## config.mk

```make
export PLATFORM = sky130hd
export DESIGN_NAME = cca_top
export DESIGN_NICKNAME = d
export VERILOG_FILES = /design/src/cca_pkg.sv /design/src/cca_channel.sv /design/src/cca_top.sv
export SDC_FILE = /design/constraint.sdc
export NUM_CORES = 1
export LEC_CHECK = 0
export ABC_AREA = 1
export BUFFER_PORTS_ARGS = -buffer_cell sky130_fd_sc_hd__buf_2
export CAP_MARGIN = 20
export CORE_UTILIZATION = 35
export CTS_CLUSTER_DIAMETER = 120
export DETAILED_ROUTE_END_ITERATION = 12
export PLACE_DENSITY_LB_ADDON = 0.15
export SETUP_SLACK_MARGIN = 0.3
export SYNTH_ARGS = -nofsm -noshare
export SYNTH_HDL_FRONTEND = slang
export SYNTH_SLANG_ARGS = --single-unit
```

## constraint.sdc

```tcl
create_clock -name clk_i -period 2.3 [get_ports clk_i]
set_input_delay 0.115 -clock clk_i [delete_from_list [all_inputs] [get_ports clk_i]]
set_output_delay 0.115 -clock clk_i [all_outputs]
set_load 0.01 [all_outputs]
```

## src/cca_pkg.sv

```systemverilog
`default_nettype none
package cca_pkg;
    typedef enum logic [2:0] {
        CCA_MODE_OFF      = 3'b000,
        CCA_MODE_CAP_POS  = 3'b001,
        CCA_MODE_CAP_NEG  = 3'b010,
        CCA_MODE_CAP_BOTH = 3'b011,
        CCA_MODE_TIMER    = 3'b100,
        CCA_MODE_HSO      = 3'b101,
        CCA_MODE_PWM8     = 3'b110,
        CCA_MODE_PWM16    = 3'b111
    } cca_mode_e;

    typedef enum logic [1:0] {
        CCA_CLK_OSC     = 2'b00,
        CCA_CLK_OSC_DIV4  = 2'b01,
        CCA_CLK_OSC_DIV12 = 2'b10,
        CCA_CLK_EXT     = 2'b11
    } cca_clk_e;

    localparam int          CCA_CHANNELS       = 4;
    localparam logic [7:0]  CCA_ADDR_CONTROL1  = 8'hA1;
    localparam logic [7:0]  CCA_ADDR_CONTROL2  = 8'hA2;
    localparam logic [7:0]  CCA_ADDR_COUNT_HI  = 8'h9A;
    localparam logic [7:0]  CCA_ADDR_COUNT_LO  = 8'h9B;
    localparam logic [7:0]  CCA_ADDR_CTRL [CCA_CHANNELS]    = '{8'hA3, 8'hA4, 8'hA5, 8'hA6};
    localparam logic [7:0]  CCA_ADDR_DATA_HI [CCA_CHANNELS] = '{8'h9C, 8'h9E, 8'h91, 8'h93};
    localparam logic [7:0]  CCA_ADDR_DATA_LO [CCA_CHANNELS] = '{8'h9D, 8'h9F, 8'h92, 8'h94};

    // Field positions
    localparam int          CCA_BIT_RUN        = 7;
    localparam int          CCA_BIT_IDLE_GATE  = 6;
    localparam int          CCA_POS_CLK_SEL    = 6;
    localparam int          CCA_BIT_TOGGLE     = 4;
    localparam int          CCA_POS_MODE       = 0;

    // Last prescaler count for each oscillator division
    localparam logic [3:0]  CCA_PRESC_LAST_DIV1  = 4'h0;
    localparam logic [3:0]  CCA_PRESC_LAST_DIV4  = 4'h3;
    localparam logic [3:0]  CCA_PRESC_LAST_DIV12 = 4'hB;

    localparam logic [7:0]  CCA_RESET_BYTE     = 8'h00;
    localparam logic [15:0] CCA_COUNT_MAX      = 16'hFFFF;
endpackage
`default_nettype wire

```

## src/cca_channel.sv

```systemverilog
`default_nettype none
module cca_channel
    import cca_pkg::*;
(
    input  wire logic        clk_i,
    input  wire logic        rst_i,
    input  wire logic [2:0]  mode_i,
    input  wire logic [15:0] data_i,
    input  wire logic [15:0] count_i,
    input  wire logic [15:0] count_next_i,
    input  wire logic        tick_i,
    input  wire logic        run_i,
    input  wire logic        pin_i,
    output logic             capture_o,
    output logic             match_o,
    output logic             pwm_level_o
);
    typedef struct packed {
        logic pin_prev;
    } cca_chan_s;

    cca_chan_s q;
    cca_chan_s next_q;
    logic      rise;
    logic      fall;

    assign rise = pin_i & ~q.pin_prev;
    assign fall = ~pin_i & q.pin_prev;

    always_comb begin
        next_q          = q;
        next_q.pin_prev = pin_i;
        capture_o       = 1'b0;
        match_o         = 1'b0;
        pwm_level_o     = 1'b0;
        unique case (cca_mode_e'(mode_i))
            CCA_MODE_OFF:      ;
            CCA_MODE_CAP_POS:  capture_o = rise;
            CCA_MODE_CAP_NEG:  capture_o = fall;
            CCA_MODE_CAP_BOTH: capture_o = rise | fall;
            CCA_MODE_TIMER:    ;
            CCA_MODE_HSO:      match_o = tick_i && (count_next_i == data_i);
            // A zero duty value keeps the pin low, as does a cleared run bit
            CCA_MODE_PWM8:     pwm_level_o = run_i && (count_i[7:0] < data_i[7:0]);
            CCA_MODE_PWM16:    pwm_level_o = run_i && (count_i < data_i);
        endcase
    end

    always_ff @(posedge clk_i) begin
        if (rst_i) begin
            q <= '0;
        end else begin
            q <= next_q;
        end
    end
endmodule
`default_nettype wire

```

## src/cca_top.sv

```systemverilog
`default_nettype none
module cca_top
    import cca_pkg::*;
(
    input  wire logic        clk_i,
    input  wire logic        rst_i,
    input  wire logic [7:0]  sfr_addr_i,
    input  wire logic        sfr_wr_i,
    input  wire logic [7:0]  sfr_wdata_i,
    output logic      [7:0]  sfr_rdata_o,
    input  wire logic        idle_i,
    input  wire logic        external_counter_clock_pin_i,
    input  wire logic [3:0]  channel_pin_i,
    output logic      [3:0]  channel_pin_o,
    output logic      [3:0]  channel_pin_oe_n_o,
    output logic             irq_o
);
    typedef struct packed {
        logic                  counter_run;
        logic                  counter_idle_gate;
        logic [3:0]            channel_int_enable;
        logic [1:0]            clock_source_select;
        logic [3:0]            channel_int_flag;
        logic [15:0]           array_counter;
        logic [3:0]            presc;
        logic [3:0]            channel_toggle;
        logic [3:0][2:0]       mode;
        logic [3:0][15:0]      data;
        logic                  ext_meta;
        logic                  ext_sync;
        logic                  ext_prev;
        logic [3:0]            pin_meta;
        logic [3:0]            pin_sync;
        logic [7:0]            rdata;
        logic [3:0]            pin_out;
        logic [3:0]            pin_oe_n;
        logic                  irq;
    } cca_state_s;

    cca_state_s q;
    cca_state_s next_q;

    logic        count_enable;
    logic        src_tick;
    logic        tick;
    logic        rollover;
    logic [15:0] count_next;
    logic [3:0]  presc_last;
    logic [3:0]  capture;
    logic [3:0]  match;
    logic [3:0]  pwm_level;

    function automatic logic [3:0] presc_last_of(input logic [1:0] sel);
        unique case (cca_clk_e'(sel))
            CCA_CLK_OSC_DIV4:  presc_last_of = CCA_PRESC_LAST_DIV4;
            CCA_CLK_OSC_DIV12: presc_last_of = CCA_PRESC_LAST_DIV12;
            CCA_CLK_OSC,
            CCA_CLK_EXT:       presc_last_of = CCA_PRESC_LAST_DIV1;
        endcase
    endfunction

    function automatic logic [7:0] read_byte(input cca_state_s s, input logic [7:0] addr);
        read_byte = CCA_RESET_BYTE;
        if (addr == CCA_ADDR_CONTROL1) begin
            read_byte = {s.counter_run, s.counter_idle_gate, 2'b00, s.channel_int_enable};
        end
        if (addr == CCA_ADDR_CONTROL2) begin
            read_byte = {s.clock_source_select, 2'b00, s.channel_int_flag};
        end
        if (addr == CCA_ADDR_COUNT_HI) begin
            read_byte = s.array_counter[15:8];
        end
        if (addr == CCA_ADDR_COUNT_LO) begin
            read_byte = s.array_counter[7:0];
        end
        for (int i = 0; i < CCA_CHANNELS; i++) begin
            if (addr == CCA_ADDR_CTRL[i]) begin
                read_byte = {3'b000, s.channel_toggle[i], 1'b0, s.mode[i]};
            end
            if (addr == CCA_ADDR_DATA_HI[i]) begin
                read_byte = s.data[i][15:8];
            end
            if (addr == CCA_ADDR_DATA_LO[i]) begin
                read_byte = s.data[i][7:0];
            end
        end
    endfunction

    assign count_enable = q.counter_run && !(q.counter_idle_gate && idle_i);
    assign presc_last   = presc_last_of(q.clock_source_select);
    assign src_tick     = (cca_clk_e'(q.clock_source_select) == CCA_CLK_EXT) ?
                          (q.ext_sync & ~q.ext_prev) : (q.presc >= presc_last);
    assign tick         = count_enable && src_tick;
    assign count_next   = q.array_counter + 16'h0001;
    assign rollover     = tick && (q.array_counter == CCA_COUNT_MAX);

    for (genvar g = 0; g < CCA_CHANNELS; g++) begin : g_chan
        cca_channel u_chan (
            .clk_i        (clk_i),
            .rst_i        (rst_i),
            .mode_i       (q.mode[g]),
            .data_i       (q.data[g]),
            .count_i      (q.array_counter),
            .count_next_i (count_next),
            .tick_i       (tick),
            .run_i        (q.counter_run),
            .pin_i        (q.pin_sync[g]),
            .capture_o    (capture[g]),
            .match_o      (match[g]),
            .pwm_level_o  (pwm_level[g])
        );
    end

    always_comb begin
        next_q          = q;
        next_q.ext_meta = external_counter_clock_pin_i;
        next_q.ext_sync = q.ext_meta;
        next_q.ext_prev = q.ext_sync;
        next_q.pin_meta = channel_pin_i;
        next_q.pin_sync = q.pin_meta;

        // Oscillator prescaler advances only while counting
        if (count_enable && (cca_clk_e'(q.clock_source_select) != CCA_CLK_EXT)) begin
            next_q.presc = (q.presc >= presc_last) ? 4'h0 : q.presc + 4'h1;
        end
        if (tick) begin
            next_q.array_counter = count_next;
        end

        if (sfr_wr_i) begin
            if (sfr_addr_i == CCA_ADDR_CONTROL1) begin
                next_q.counter_run        = sfr_wdata_i[CCA_BIT_RUN];
                next_q.counter_idle_gate  = sfr_wdata_i[CCA_BIT_IDLE_GATE];
                next_q.channel_int_enable = sfr_wdata_i[3:0];
            end
            if (sfr_addr_i == CCA_ADDR_CONTROL2) begin
                next_q.clock_source_select = sfr_wdata_i[CCA_POS_CLK_SEL +: 2];
                next_q.channel_int_flag    = sfr_wdata_i[3:0];
            end
            if (sfr_addr_i == CCA_ADDR_COUNT_HI) begin
                next_q.array_counter[15:8] = sfr_wdata_i;
            end
            if (sfr_addr_i == CCA_ADDR_COUNT_LO) begin
                next_q.array_counter[7:0] = sfr_wdata_i;
            end
            for (int i = 0; i < CCA_CHANNELS; i++) begin
                if (sfr_addr_i == CCA_ADDR_CTRL[i]) begin
                    next_q.channel_toggle[i] = sfr_wdata_i[CCA_BIT_TOGGLE];
                    next_q.mode[i]           = sfr_wdata_i[CCA_POS_MODE +: 3];
                end
                if (sfr_addr_i == CCA_ADDR_DATA_HI[i]) begin
                    next_q.data[i][15:8] = sfr_wdata_i;
                end
                if (sfr_addr_i == CCA_ADDR_DATA_LO[i]) begin
                    next_q.data[i][7:0] = sfr_wdata_i;
                end
            end
        end

        // Hardware events override a simultaneous software write
        for (int i = 0; i < CCA_CHANNELS; i++) begin
            if (capture[i]) begin
                next_q.data[i] = q.array_counter;
                next_q.channel_int_flag[i] = 1'b1;
            end
            if (rollover && (cca_mode_e'(q.mode[i]) == CCA_MODE_TIMER)) begin
                next_q.channel_int_flag[i] = 1'b1;
            end
            if (match[i]) begin
                next_q.channel_toggle[i] = ~q.channel_toggle[i];
            end
            unique case (cca_mode_e'(next_q.mode[i]))
                CCA_MODE_HSO: begin
                    next_q.pin_out[i]  = next_q.channel_toggle[i];
                    next_q.pin_oe_n[i] = 1'b0;
                end
                CCA_MODE_PWM8,
                CCA_MODE_PWM16: begin
                    next_q.pin_out[i]  = pwm_level[i];
                    next_q.pin_oe_n[i] = 1'b0;
                end
                default: begin
                    next_q.pin_out[i]  = 1'b0;
                    next_q.pin_oe_n[i] = 1'b1;
                end
            endcase
        end

        next_q.irq   = |(next_q.channel_int_flag & next_q.channel_int_enable);
        next_q.rdata = read_byte(q, sfr_addr_i);
    end

    always_ff @(posedge clk_i) begin
        if (rst_i) begin
            q          <= '0;
            q.pin_oe_n <= 4'hF;
        end else begin
            q <= next_q;
        end
    end

    assign sfr_rdata_o        = q.rdata;
    assign channel_pin_o      = q.pin_out;
    assign channel_pin_oe_n_o = q.pin_oe_n;
    assign irq_o              = q.irq;
endmodule
`default_nettype wire

```

# After elaboration in Yosys (flattened, before gate mapping)

Index checks and enable logic that the tools add are counted.

Order comparisons: 9
Eq/ne operators: 65
Bitwise operators: 27
Add/sub/neg operators: 2
Multiplexer cells: 78
Reduce and logical (&&, ||, !) cells: 55

Operators with widths:

| operator                                      | count |
|---|---|
| 2-to-1 mux 8 bit                              | 26 |
| == test 8 bit, second input constant          | 16 |
| == test 3 bit, second input constant          | 28 |
| 2-to-1 mux 16 bit                             | 5 |
| 2-to-1 mux 80 bit                             | 1 |
| == test 16 bit                                | 4 |
| < comparator 16 bit                           | 4 |
| < comparator 8 bit                            | 4 |
| 2-to-1 mux 26 bit                             | 1 |
| 2-to-1 mux 1 bit                              | 25 |
| == test 3 x 2 -> 1 bit, second input constant | 8 |
| nonzero test 2 bit                            | 12 |
| logical AND 1 bit                             | 21 |
| AND reduction 2 bit                           | 10 |
| adder 16 x 1 -> 16 bit, second input constant | 1 |
| == test 16 bit, second input constant         | 1 |
| case mux 1 bit (2 select lines)               | 8 |
| inverter 1 bit                                | 13 |
| == test 3 x 1 -> 1 bit, second input constant | 4 |
| 2-to-1 mux 3 bit                              | 4 |
| case mux 1 bit (3 select lines)               | 4 |
| case mux 4 bit (3 select lines)               | 1 |
| OR reduction 3 bit                            | 4 |
| OR reduction 2 bit                            | 5 |
| other kinds (13)                              | 26 |

Word-level logic and storage cells: 269
Bits of input ports: 25
Output and inout port bits: 17
Flip-flop bits (word level): 144

# Longest topological paths before layout

Gate-level depths: netlist of the first run.

Depth after elaboration: 17
Mapped depth: 18
Gate-level depth less buffers: 18

# Modules after synthesis

From an unflattened synthesis of the first run, not the netlist that was laid out.

Cell total of the unflattened synthesis: 1541
Area, all modules: 10154.7 sq um

Modules (own cells, without submodules):

| module                              | cells an instance | seq. area each (sq um) | times used | area an instance (sq um) |
|---|---|---|---|---|
| cca_top                             | 1067              | 2802.7                 | 1          | 7253.2 |
| cca_channel at g_chan[0].u_chan ... | 118               | 20.0                   | 3          | 725.7 |
| cca_channel at g_chan[2].u_chan     | 120               | 20.0                   | 1          | 724.4 |

# Worst setup path after synthesis of the first run

Ideal clock, no wire load.

Path kind: reg-to-reg
Start: reg q[132] (netlist bit)
End: reg q[120] (netlist bit)
Buffers on the path: 2
Setup time: 0.095 ns
Stages on the path, launching flop included: 13
Arrival: 2.067 ns
Data required time: 2.205 ns
Clock period less this slack: 2.162 ns
Slack: 0.138 ns
Cells stage by stage: dfxtp_1 > inv_1 > ha_1 > ha_1 > inv_1 > o21bai_1 > nand2_1 > nand4_1 > nand2_1 > buf_2 > clkbuf_1 > a21oi_1 > a221oi_1

Longest elaborated chain between the ends: 9
Elaborated cells on any way between the ends: 12
Those cells by class: order compare: 1; eq/ne: 3; mux: 5; reduce/logical: 3

RTL lines:

| item                                                    | line                         | source |
|---|---|---|
| from (decl)                                             | cca_top.sv:40                | `cca_state_s q;` |
| from (signal assigned)                                  | cca_top.sv:198               | `q <= next_q;` |
| == test 2 bit / zero test 2 bit (equally long branches) | cca_top.sv:54, cca_top.sv:91 |  |
| OR reduction 2 bit                                      | cca_top.sv:54                | `unique case (cca_clk_e'(sel))` |
| case mux 4 bit (3 select lines)                         | cca_top.sv:54                |  |
| greater-or-equal comparator 4 bit                       | cca_top.sv:92                | `(q.ext_sync & ~q.ext_prev) : (q.presc >= presc_last);` |
| 2-to-1 mux 1 bit *                                      | cca_top.sv:91                | `assign src_tick = (cca_clk_e'(q.clock_source_select) == CCA_CLK_EXT) ?` |
| logical AND 1 bit *                                     | cca_top.sv:93                | `assign tick = count_enable && src_tick;` |
| 2-to-1 mux 16 bit *                                     | cca_top.sv:126               | `if (tick) begin` |
| 2-to-1 mux 8 bit                                        | cca_top.sv:140               | `if (sfr_addr_i == CCA_ADDR_COUNT_HI) begin` |
| 2-to-1 mux 26 bit *                                     | cca_top.sv:130               | `if (sfr_wr_i) begin` |

Every way passes the cells marked *; elsewhere a longest branch is shown, timed or not. The select of a mux whose other input is x is not followed.
A chain may end at the register's enable or synchronous reset.

# Final worst setup path of the first run

Start: reg q[132] (netlist bit)
End: reg q (netlist bit irq_o)

Longest elaborated chain between the ends: 11
Elaborated cells on any way between the ends: 20
Those cells by class: order compare: 1; eq/ne: 3; mux: 6; bitwise: 1; reduce/logical: 9

RTL lines:

| item                                                    | line                         | source |
|---|---|---|
| == test 2 bit / zero test 2 bit (equally long branches) | cca_top.sv:54, cca_top.sv:91 |  |
| OR reduction 2 bit                                      | cca_top.sv:54                |  |
| case mux 4 bit (3 select lines)                         | cca_top.sv:54                |  |
| greater-or-equal comparator 4 bit                       | cca_top.sv:92                |  |
| 2-to-1 mux 1 bit *                                      | cca_top.sv:91                |  |
| logical AND 1 bit *                                     | cca_top.sv:93                |  |
| logical AND 1 bit *                                     | cca_top.sv:95                | `assign rollover = tick && (q.array_counter == CCA_COUNT_MAX);` |
| logical AND 1 bit                                       | cca_top.sv:166               | `if (rollover && (cca_mode_e'(q.mode[i]) == CCA_MODE_TIMER)) begin` |
| 2-to-1 mux 1 bit                                        | cca_top.sv:166               |  |
| AND 4 bit *                                             | cca_top.sv:189               | `next_q.irq = \|(next_q.channel_int_flag & next_q.channel_int_enable);` |
| OR reduction 4 bit *                                    | cca_top.sv:189               |  |

Marks and branches as above.

==> results.sh, run 1 <==
export IMPL_finalMaxSlewViolations=0
export IMPL_vias=11530
export IMPL_ys_seq_area_share_pct=27.9
export IMPL_cp_max_fo=4
export IMPL_boundaryPins=42
export IMPL_power_density_nw_per_um2=450
export IMPL_dp_cells=2097
export IMPL_post_route_util_pct=44.5
export IMPL_first_pass_iters=5
export IMPL_setup_ws_ns=-0.0937
export IMPL_critPathCaptureType="flop"
export IMPL_avgViaCountPerCell=5.34
export IMPL_syn_nets=1714
export IMPL_crit_start="q[132]$_SDFFE_PP0P_"
export IMPL_maxSlewHeadroom_pct=53.1
export IMPL_period_needed_ns=2.39
export IMPL_fin_cells=2158
export IMPL_first_global_vias=11033
export IMPL_synth_top_area_share_pct=27.9
export IMPL_cts_max_path_buffers=2
export IMPL_fin_skew_ns=0.0155
export IMPL_synth_seq_cells=144
export IMPL_cts_buffers=17
export IMPL_start_kind="flop"
export IMPL_synth_cells=1610
export IMPL_total_power_mw=5.78
export IMPL_fp_row_count=62
export IMPL_required_ns=2.67
export IMPL_critPathSlowestCell="dfxtp_2"
export IMPL_ant_nets=0
export IMPL_p_leak_nw=5.98
export IMPL_synth_most_common_cell="nand2_1"
export IMPL_initial_utilization_pct=35.8
export IMPL_root_buffer="clkbuf_16"
export IMPL_grt_pass1_wl_um=67700
export IMPL_rsz0062_at_grt="true"
export IMPL_synth_cell_types=40
export IMPL_htreeDepth=4
export IMPL_hpwlAfterDp_um=35800
export IMPL_status="finished, violations left"
export IMPL_port_buffers=41
export IMPL_die_w_um=174
export IMPL_drv_cap=0
export IMPL_peakVddDrop_v=0.000438
export IMPL_overflow=0
export IMPL_drtIter0Drc=1378
export IMPL_period_share_pct=104
export IMPL_netlist_area_sq_um=10300
export IMPL_nFillCells=3134
export IMPL_ys_flop_type="dfxtp_1"
export IMPL_path_class="reg2reg"
export IMPL_die_y_um=174
export IMPL_cp_arrival_ns=2.77
export IMPL_path_cells="inv_2, ha_4, ha_4, inv_2, o21bai_1, nand2_1, nand4_1, nand2_2, inv_2, nand4_1, inv_2, nand2_2, a21oi_2, nor2_1, a21oi_1"
export IMPL_yosys_warnings=0
export IMPL_synth_area_leader_cell="dfxtp_1"
export IMPL_synthArstFlopShare_pct=0
export IMPL_cpPeakStageDelay_ns=0.34
export IMPL_max_freq_mhz=418
export IMPL_cts_tree="built"
export IMPL_setup_viol=8
export IMPL_hold_start="sfr_wdata_i[0]"
export IMPL_dp_slack_ns=-0.0562
export IMPL_cts_sinks=144
export IMPL_hold_path_class="in2reg"
export IMPL_clk_latency_ns=0.45
export IMPL_core_area_sq_um=28900
export IMPL_hold_depth=3
export IMPL_post_drt_wl_per_cell_um=20.8
export IMPL_nNetsFinal=1865
export IMPL_syn_area_per_cell_sq_um=6.42
export IMPL_grt_max_degree=57
export IMPL_r2r_start="q[132]$_SDFFE_PP0P_"
export IMPL_ys_top_cells_by_area="dfxtp_1 (28%), nand2_1 (12%), inv_1 (9.9%)"
export IMPL_synth_enable_flop_cells=0
export IMPL_r2r_cells=15
export IMPL_fin_tns_setup_ns=-0.281
export IMPL_syn2layout_area_growth_pct=24.3
export IMPL_grtUsageTotal_pct=30.2
export IMPL_antenna_found_initial=0
export IMPL_finalWeightedCongestion=0.997
export IMPL_drive_gt1_share_pct=17.6
export IMPL_drt_total_wl_um=44900
export IMPL_violations="setup timing"
export IMPL_crit_top_cell="inv_2"
export IMPL_worst_slew_pin_slew_ns=0.703
export IMPL_hold_violations=0
export IMPL_antennaDiodeCount=0
export IMPL_synthTopCellsByCount="nand2_1 (339), inv_1 (273), nor2_1 (183)"
export IMPL_drc=0
export IMPL_clkTransAtPathRegs_ns=0.08
export IMPL_dieArea_sq_um=30200
==> metrics by stage <==
| step | hold slack (ns) | cell area (sq um) |
|---|---|---|
| 2_1_floorplan | 0.222 | 10400 |
| 3_3_place_gp | 0.317 | 11700 |
| 3_5_place_dp | 0.325 | 11700 |
| 4_1_cts | 0.0115 | 12600 |
| 5_1_grt | 0.0237 | 12900 |
| 6_report | 0.0209 | 12900 |
==> flip-flops by register name, indices dropped and copies added, names as in the netlist <==
register / flops
irq_o: 1
next_q: 6
g_chan.u_chan.q: 4
channel_pin_o: 4
q: 117
channel_pin_oe_n_o: 4
sfr_rdata_o: 8
==> cell usage in the layout (no fill, tap or decap), types with 16 or more instances in the layout <==
cell,instances
nand2_2,25
o21ai_0,110
o221ai_1,21
nand3_1,87
nor3_1,18
o22ai_1,55
dfxtp_1,137
buf_2,41
nor2_1,177
a21oi_1,76
buf_4,115
inv_1,266
xor2_1,23
nand2_1,322
nand4_1,32
buf_6,16
clkbuf_16,18
ha_1,76
==> timing repair <==
item	CTS	global route
hold buffers	7	0
setup endpoints to repair	46	89
gates resized for setup	32	58
pin swaps	12	23
cloned	0	1
endpoints found under the hold margin	7	0
setup buffers	17	4
==> layer usage <==
layer | part of all wire (%) | wire length, um | track usage [%]
met3 | 7.4 | 3330 | 4.61
met4 | 3.7 | 1650 | 11.9
met5 | 0 | 0 | 0
met1 | 45 | 20200 | 41.3
met2 | 44 | 19800 | 47.3
==> kinds of logic after synthesis <==
family                     share of synthesized area, %
xor gates and xnor gates                           2.29
AOI/OAI and AO/OA                                  18.5
adders and majority gates                          9.56
DFF                                                27.9
and+or+nand+nor                                    28.6
buffers and inverters                              12.8
muxes                                             0.387
==> worst max-delay path, delay by kind of cell, from the launching register on <==
family	cells	cell delay, ns
simple gates	6	0.69
compound gates	3	0.40
buf+inv	4	0.38
flops	1	0.34
fa+ha+maj	2	0.50
==> report_power, final <==
group | leakage, nW | internal [mW] | total (mW) | switching, mW
logic | 4.51 | 0.0900 | 0.302 | 0.212
clock network | 0.296 | 1.64 | 2.97 | 1.33
registers | 1.17 | 2.50 | 2.51 | 0.00711
==> layout make-up <==
cell class,count,area [sq um],share of cell area [%]
timing repair buffer,186,1460,11.3
tap,384,480,3.74
clock inverter,15,171,1.33
clock buffer,17,425,3.31
sequential,144,2890,22.5
inverter,280,1050,8.20
multi-input combinational,1132,6370,49.6
==> worst paths after layout <==
check | slack [ns] | end
worst max register to register | -0.09 | irq_o$_SDFF_PP0_
worst min register to register | 0.40 | q[17]$_SDFF_PP0_
worst max-delay path | -0.09 | irq_o$_SDFF_PP0_
worst min-delay path | 0.02 | q[112]$_SDFF_PP0_
Power figures use the tool's default switching activity.
==> run 2: changes to the inputs <==
Settings changed: CELL_PAD_IN_SITES_DETAIL_PLACEMENT from default to 2, CELL_PAD_IN_SITES_GLOBAL_PLACEMENT from default to 2, CORE_MARGIN from default to 2, CORE_UTILIZATION 35 to 32.
==> results.sh, run 2 (synthesis results as in run 1) <==
export IMPL_status="finished, violations left"
export IMPL_violations="setup timing"
export IMPL_pwr_share_comb_pct=6.0
export IMPL_htreeDepth=4
export IMPL_max_freq_mhz=392
export IMPL_required_ns=2.69
export IMPL_drt_met1_wl_um=24100
export IMPL_cts_sinks=144
export IMPL_nNetsFinal=1896
export IMPL_setup_ws_ns=-0.251
export IMPL_cts_buffers=17
export IMPL_rsz0062_at_grt="true"
export IMPL_highest_layer="met4"
export IMPL_first_pass_iters=7
export IMPL_internal_power_mw=4.13
export IMPL_initial_utilization_pct=32.6
export IMPL_peakVddDrop_v=0.000568
export IMPL_drv_cap=0
export IMPL_power_density_nw_per_um2=428
export IMPL_grt_pass1_wl_um=82800
export IMPL_overflow=0
export IMPL_vias=12464
export IMPL_clk_latency_ns=0.47
export IMPL_fin_skew_ns=0.0184
export IMPL_cp_max_fo=5
export IMPL_post_route_util_pct=42.0
export IMPL_clock_power_share_pct=50.0
export IMPL_grtUsageTotal_pct=33.4
export IMPL_boundaryPins=42
export IMPL_fin_cells=2208
export IMPL_final_cell_mix="nand2_1 (318), inv_1 (260), nor2_1 (168)"
export IMPL_multiInputGateArea_sq_um=6580
export IMPL_power_switching_mw=1.58
export IMPL_setup_viol=19
export IMPL_syn2layout_area_growth_pct=29.0
export IMPL_fp_row_count=65
export IMPL_p_seq_share_pct=44.1
export IMPL_nFillCells=3858
export IMPL_die_w_um=184
export IMPL_dieArea_sq_um=33800
export IMPL_cts_tree="built"
export IMPL_final_common_cell="nand2_1"
export IMPL_hold_violations=0
export IMPL_r2r_slack_ns=-0.25
export IMPL_p_leak_nw=6.15
export IMPL_p_sw_share_pct=27.6
export IMPL_total_power_mw=5.71
export IMPL_drt_total_wl_um=56900
export IMPL_critPathCaptureType="flop"
export IMPL_hpwlAfterDp_um=43600
export IMPL_finalWeightedCongestion=0.925
export IMPL_drc=0
export IMPL_hold_path_class="in2reg"
export IMPL_clkTransAtPathRegs_ns=0.06
export IMPL_die_y_um=184
export IMPL_dp_cells=2147
export IMPL_finalMaxSlewViolations=0
export IMPL_ant_nets=0
export IMPL_antenna_found_initial=0
export IMPL_post_drt_wl_per_cell_um=25.8
export IMPL_period_needed_ns=2.55
export IMPL_cts_max_path_buffers=2
export IMPL_worst_slew_pin_slew_ns=0.819
export IMPL_dr_wl_met3_um=3600
export IMPL_path_class="reg2reg"
export IMPL_maxSlewHeadroom_pct=45.4
export IMPL_core_area_sq_um=31700
export IMPL_drtIter0Drc=946
export IMPL_root_buffer="clkbuf_16"
export IMPL_largest_register_ffs=117
export IMPL_grt_max_degree=57
export IMPL_start_kind="flop"
export IMPL_cp_arrival_ns=2.94
export IMPL_route_met2_wl_um=26700
export IMPL_port_buffers=41
export IMPL_drive_gt1_share_pct=21.4
export IMPL_avgViaCountPerCell=5.64
export IMPL_period_share_pct=111
export IMPL_register_area_sq_um=2900
export IMPL_max_flop_register="q"
export IMPL_first_global_vias=13288
[run 2: what timing repair did]
item | CTS | global route
hold endpoints to repair | 7 | 0
hold buffers | 7 | 0
gates cloned | 1 | 0
gates resized for setup | 71 | 81
pin swaps | 25 | 16
endpoints found under the setup margin | 39 | 69
buffers inserted | 10 | 10
[run 2: worst max-delay path: stages, from the launching register on]
cell and delay (ns):
dfxtp_2 0.37, buf_4 0.14, inv_2 0.07, buf_4 0.17
ha_1 0.32, nor2_2 0.13, nand3_2 0.11, a21oi_2 0.16
nand3_1 0.09, nor2_1 0.11, nand3_1 0.10, nor2_2 0.24
nand3_1 0.14, nand2_1 0.12, nand2_1 0.08, nor2_1 0.12
[run 2: worst paths after layout]
check | startpoint | end | depth (start not counted)
worst max register to register | q[112]$_SDFF_PP0_ | q[106]$_SDFF_PP0_ | 15
worst min-delay path | sfr_wdata_i[0] | q[112]$_SDFF_PP0_ | 3
worst min register to register | next_q[18]$_SDFF_PP0_ | q[18]$_SDFF_PP0_ | 2
worst max-delay path | q[112]$_SDFF_PP0_ | q[106]$_SDFF_PP0_ | 15
[run 2: layout make-up]
cell class	instances	area share [%]
Clock inverter	14	0.985
Inverter	280	7.99
Multi-Input combinational cell	1132	49.4
Antenna cell	1	0.0188
Sequential cell	144	21.7
Tap cell	402	3.77
Clock buffer	18	3.29
Timing Repair Buffer	217	12.9
[run 2: per-stage QoR]
step	cell area [sq um]	setup TNS [ns]	hold WS (ns)	setup WS (ns)
after floorplan	10400	0	0.222	0.267
after global placement	12000	-0.568	0.319	-0.133
after detailed placement	12000	-2.28	0.333	-0.295
after CTS	13000	-0.446	0.00582	-0.0894
after global routing	13300	-5.28	0.0409	-0.383
final	13300	-1.87	0.0210	-0.251
[run 2: per-layer routing]
| layer | GRT usage [%] | up-vias |
|---|---|---|
| met2 | 55.7 | 448 |
| met1 | 41.9 | 6237 |
| met4 | 14.0 | 0 |
| met3 | 6.64 | 135 |
| met5 | 0 | - |
| li1 | - | 5644 |
[run 2: power by group through the flow]
stage / Sequential, mW / Combinational (mW) / Clock [mW]
after global placement: 2.57 / 0.299 / 0
after global routing: 2.51 / 0.363 / 2.98
final: 2.51 / 0.340 / 2.85
after CTS: 2.51 / 0.324 / 2.86
after detailed placement: 2.57 / 0.309 / 0
after floorplan: 2.57 / 0.150 / 0
==> run 3: changes to the inputs <==
Settings changed: CORE_ASPECT_RATIO from default to 0.9, CORE_UTILIZATION 32 to 23.
==> results.sh, run 3 (synthesis results as in run 1) <==
export IMPL_rsz0062_at_grt="true"
export IMPL_multiInputGateArea_sq_um=6570
export IMPL_violations="setup timing"
export IMPL_critPathCaptureType="flop"
export IMPL_dieArea_sq_um=46700
export IMPL_max_freq_mhz=398
export IMPL_port_buffers=41
export IMPL_drive_gt1_share_pct=23.9
export IMPL_drtIter0Drc=803
export IMPL_dr_wl_met3_um=2300
export IMPL_start_kind="flop"
export IMPL_path_class="reg2reg"
export IMPL_highest_layer="met4"
export IMPL_cts_sinks=144
export IMPL_nNetsFinal=1973
export IMPL_clk_latency_ns=0.52
export IMPL_finalMaxSlewViolations=0
export IMPL_drt_met1_wl_um=28900
export IMPL_root_buffer="clkbuf_16"
export IMPL_required_ns=2.68
export IMPL_die_y_um=205
export IMPL_total_power_mw=5.93
export IMPL_largest_register_ffs=117
export IMPL_register_area_sq_um=2900
export IMPL_overflow=0
export IMPL_htreeDepth=4
export IMPL_period_share_pct=109
export IMPL_initial_utilization_pct=23.3
export IMPL_boundaryPins=42
export IMPL_avgViaCountPerCell=4.98
export IMPL_cts_max_path_buffers=2
export IMPL_fp_row_count=73
export IMPL_clkTransAtPathRegs_ns=0.07
export IMPL_crit_start="q[132]$_SDFFE_PP0P_"
export IMPL_die_w_um=227
export IMPL_r2r_cells=16
export IMPL_grt_max_degree=57
export IMPL_cp_max_fo=7
export IMPL_hold_violations=0
export IMPL_worst_slew_pin_slew_ns=0.790
export IMPL_power_density_nw_per_um2=416
export IMPL_p_leak_nw=6.58
export IMPL_r2r_slack_ns=-0.21
export IMPL_setup_ws_ns=-0.214
export IMPL_cp_arrival_ns=2.89
export IMPL_r2r_end="q[123]$_SDFF_PP0_"
export IMPL_final_common_cell="nand2_1"
export IMPL_nFillCells=5360
export IMPL_grt_pass1_wl_um=86300
export IMPL_hpwlAfterDp_um=47700
export IMPL_core_area_sq_um=44300
export IMPL_fin_skew_ns=0.0109
export IMPL_r2r_start="q[132]$_SDFFE_PP0P_"
export IMPL_antenna_found_initial=1
export IMPL_status="finished, violations left"
export IMPL_post_drt_wl_per_cell_um=24.2
export IMPL_final_cell_mix="nand2_1 (317), inv_1 (263), buf_4 (211)"
export IMPL_route_met2_wl_um=27400
export IMPL_setup_viol=24
export IMPL_grtUsageTotal_pct=26.1
export IMPL_drt_total_wl_um=60000
export IMPL_cts_tree="built"
export IMPL_peakVddDrop_v=0.000647
export IMPL_cts_buffers=17
export IMPL_drv_cap=0
export IMPL_finalWeightedCongestion=0.888
export IMPL_ant_nets=0
export IMPL_period_needed_ns=2.51
export IMPL_maxSlewHeadroom_pct=47.3
export IMPL_vias=12367
export IMPL_hold_path_class="in2reg"
export IMPL_post_route_util_pct=32.2
export IMPL_max_flop_register="q"
export IMPL_first_pass_iters=5
export IMPL_first_global_vias=13009
export IMPL_syn2layout_area_growth_pct=37.8
export IMPL_drc=0
export IMPL_worstSetupEndpoint="q[123]$_SDFF_PP0_"
-- run 3: cell count changes in the layout (fill, tap and decap cells not counted), sizes merged --
cell         before  now
buf             210  279
dlygate4sd3       7   13
clkbuf           18   22
clkinv            7    4
bufinv            1    2
clkinvlp          6    5
-- run 3: cell type report --
cell class / count / area share (%)
diodes: 1 / 0.0176
clock buffers: 20 / 3.28
clock inverters: 11 / 0.913
inverters: 280 / 7.44
multi-input cells: 1132 / 46.1
flip-flops and latches: 144 / 20.3
well taps: 600 / 5.27
repair buffers: 294 / 16.6
-- run 3: timing repair --
action / CTS / global route
gates resized for setup: 80 / 80
buffers inserted: 19 / 17
endpoints found under the hold margin: 16 / 0
cloned: 0 / 2
hold buffers: 13 / 0
endpoints found under the setup margin: 75 / 102
pin swaps: 16 / 25
-- run 3: layer usage --
layer | vias to the layer above | global-route usage (%)
met5 | - | 0
met4 | 0 | 8.05
met3 | 63 | 4.04
met2 | 248 | 41.8
met1 | 6254 | 35.8
li1 | 5802 | -
-- run 3: worst max-delay path, stage by stage, from the launching register on --
cell     delay [ns]
dfxtp_2        0.34
inv_2          0.05
ha_4           0.28
ha_4           0.20
buf_4          0.13
nand3_2        0.07
nand4_1        0.21
nand2_4        0.19
buf_6          0.12
inv_4          0.03
buf_4          0.13
buf_12         0.13
buf_12         0.14
o21ai_2        0.11
a21oi_1        0.05
a21oi_1        0.14
nor2_1         0.05
-- run 3: worst min path at each step --
| stage | from | endpoint | slack (ns) | depth (start not counted) |
|---|---|---|---|---|
| after floorplan | channel_pin_i[0] | next_q[17]$_SDFF_PP0_ | 0.22 | 2 |
| after global placement | channel_pin_i[2] | next_q[19]$_SDFF_PP0_ | 0.32 | 3 |
| after detailed placement | external_counter_clock_pin_i | next_q[26]$_SDFF_PP0_ | 0.33 | 3 |
| after CTS | sfr_wdata_i[4] | q[104]$_SDFF_PP0_ | 0.1 | 5 |
| after global routing | sfr_wdata_i[4] | q[124]$_SDFF_PP0_ | 0.15 | 4 |
| final | sfr_wdata_i[4] | q[104]$_SDFF_PP0_ | 0.12 | 5 |
-- run 3: per-stage QoR --
stage / cell area [sq um] / setup TNS [ns] / hold WS (ns) / setup slack, ns / std cells
3_5_place_dp: 12700 / -8.11 / 0.329 / -0.497 / 2399
6_report: 14200 / -2.50 / 0.115 / -0.214 / 2482
2_1_floorplan: 10400 / 0 / 0.222 / 0.267 / 1610
5_1_grt: 14200 / -5.67 / 0.149 / -0.313 / 2482
4_1_cts: 13800 / -1.29 / 0.0966 / -0.132 / 2462
3_3_place_gp: 12700 / -7.32 / 0.321 / -0.492 / 2399
-- run 3: power by group --
group          switching, mW  internal, mW
clock network           1.36          1.68
logic                  0.257         0.119
registers            0.00749          2.51
total                   1.63          4.30
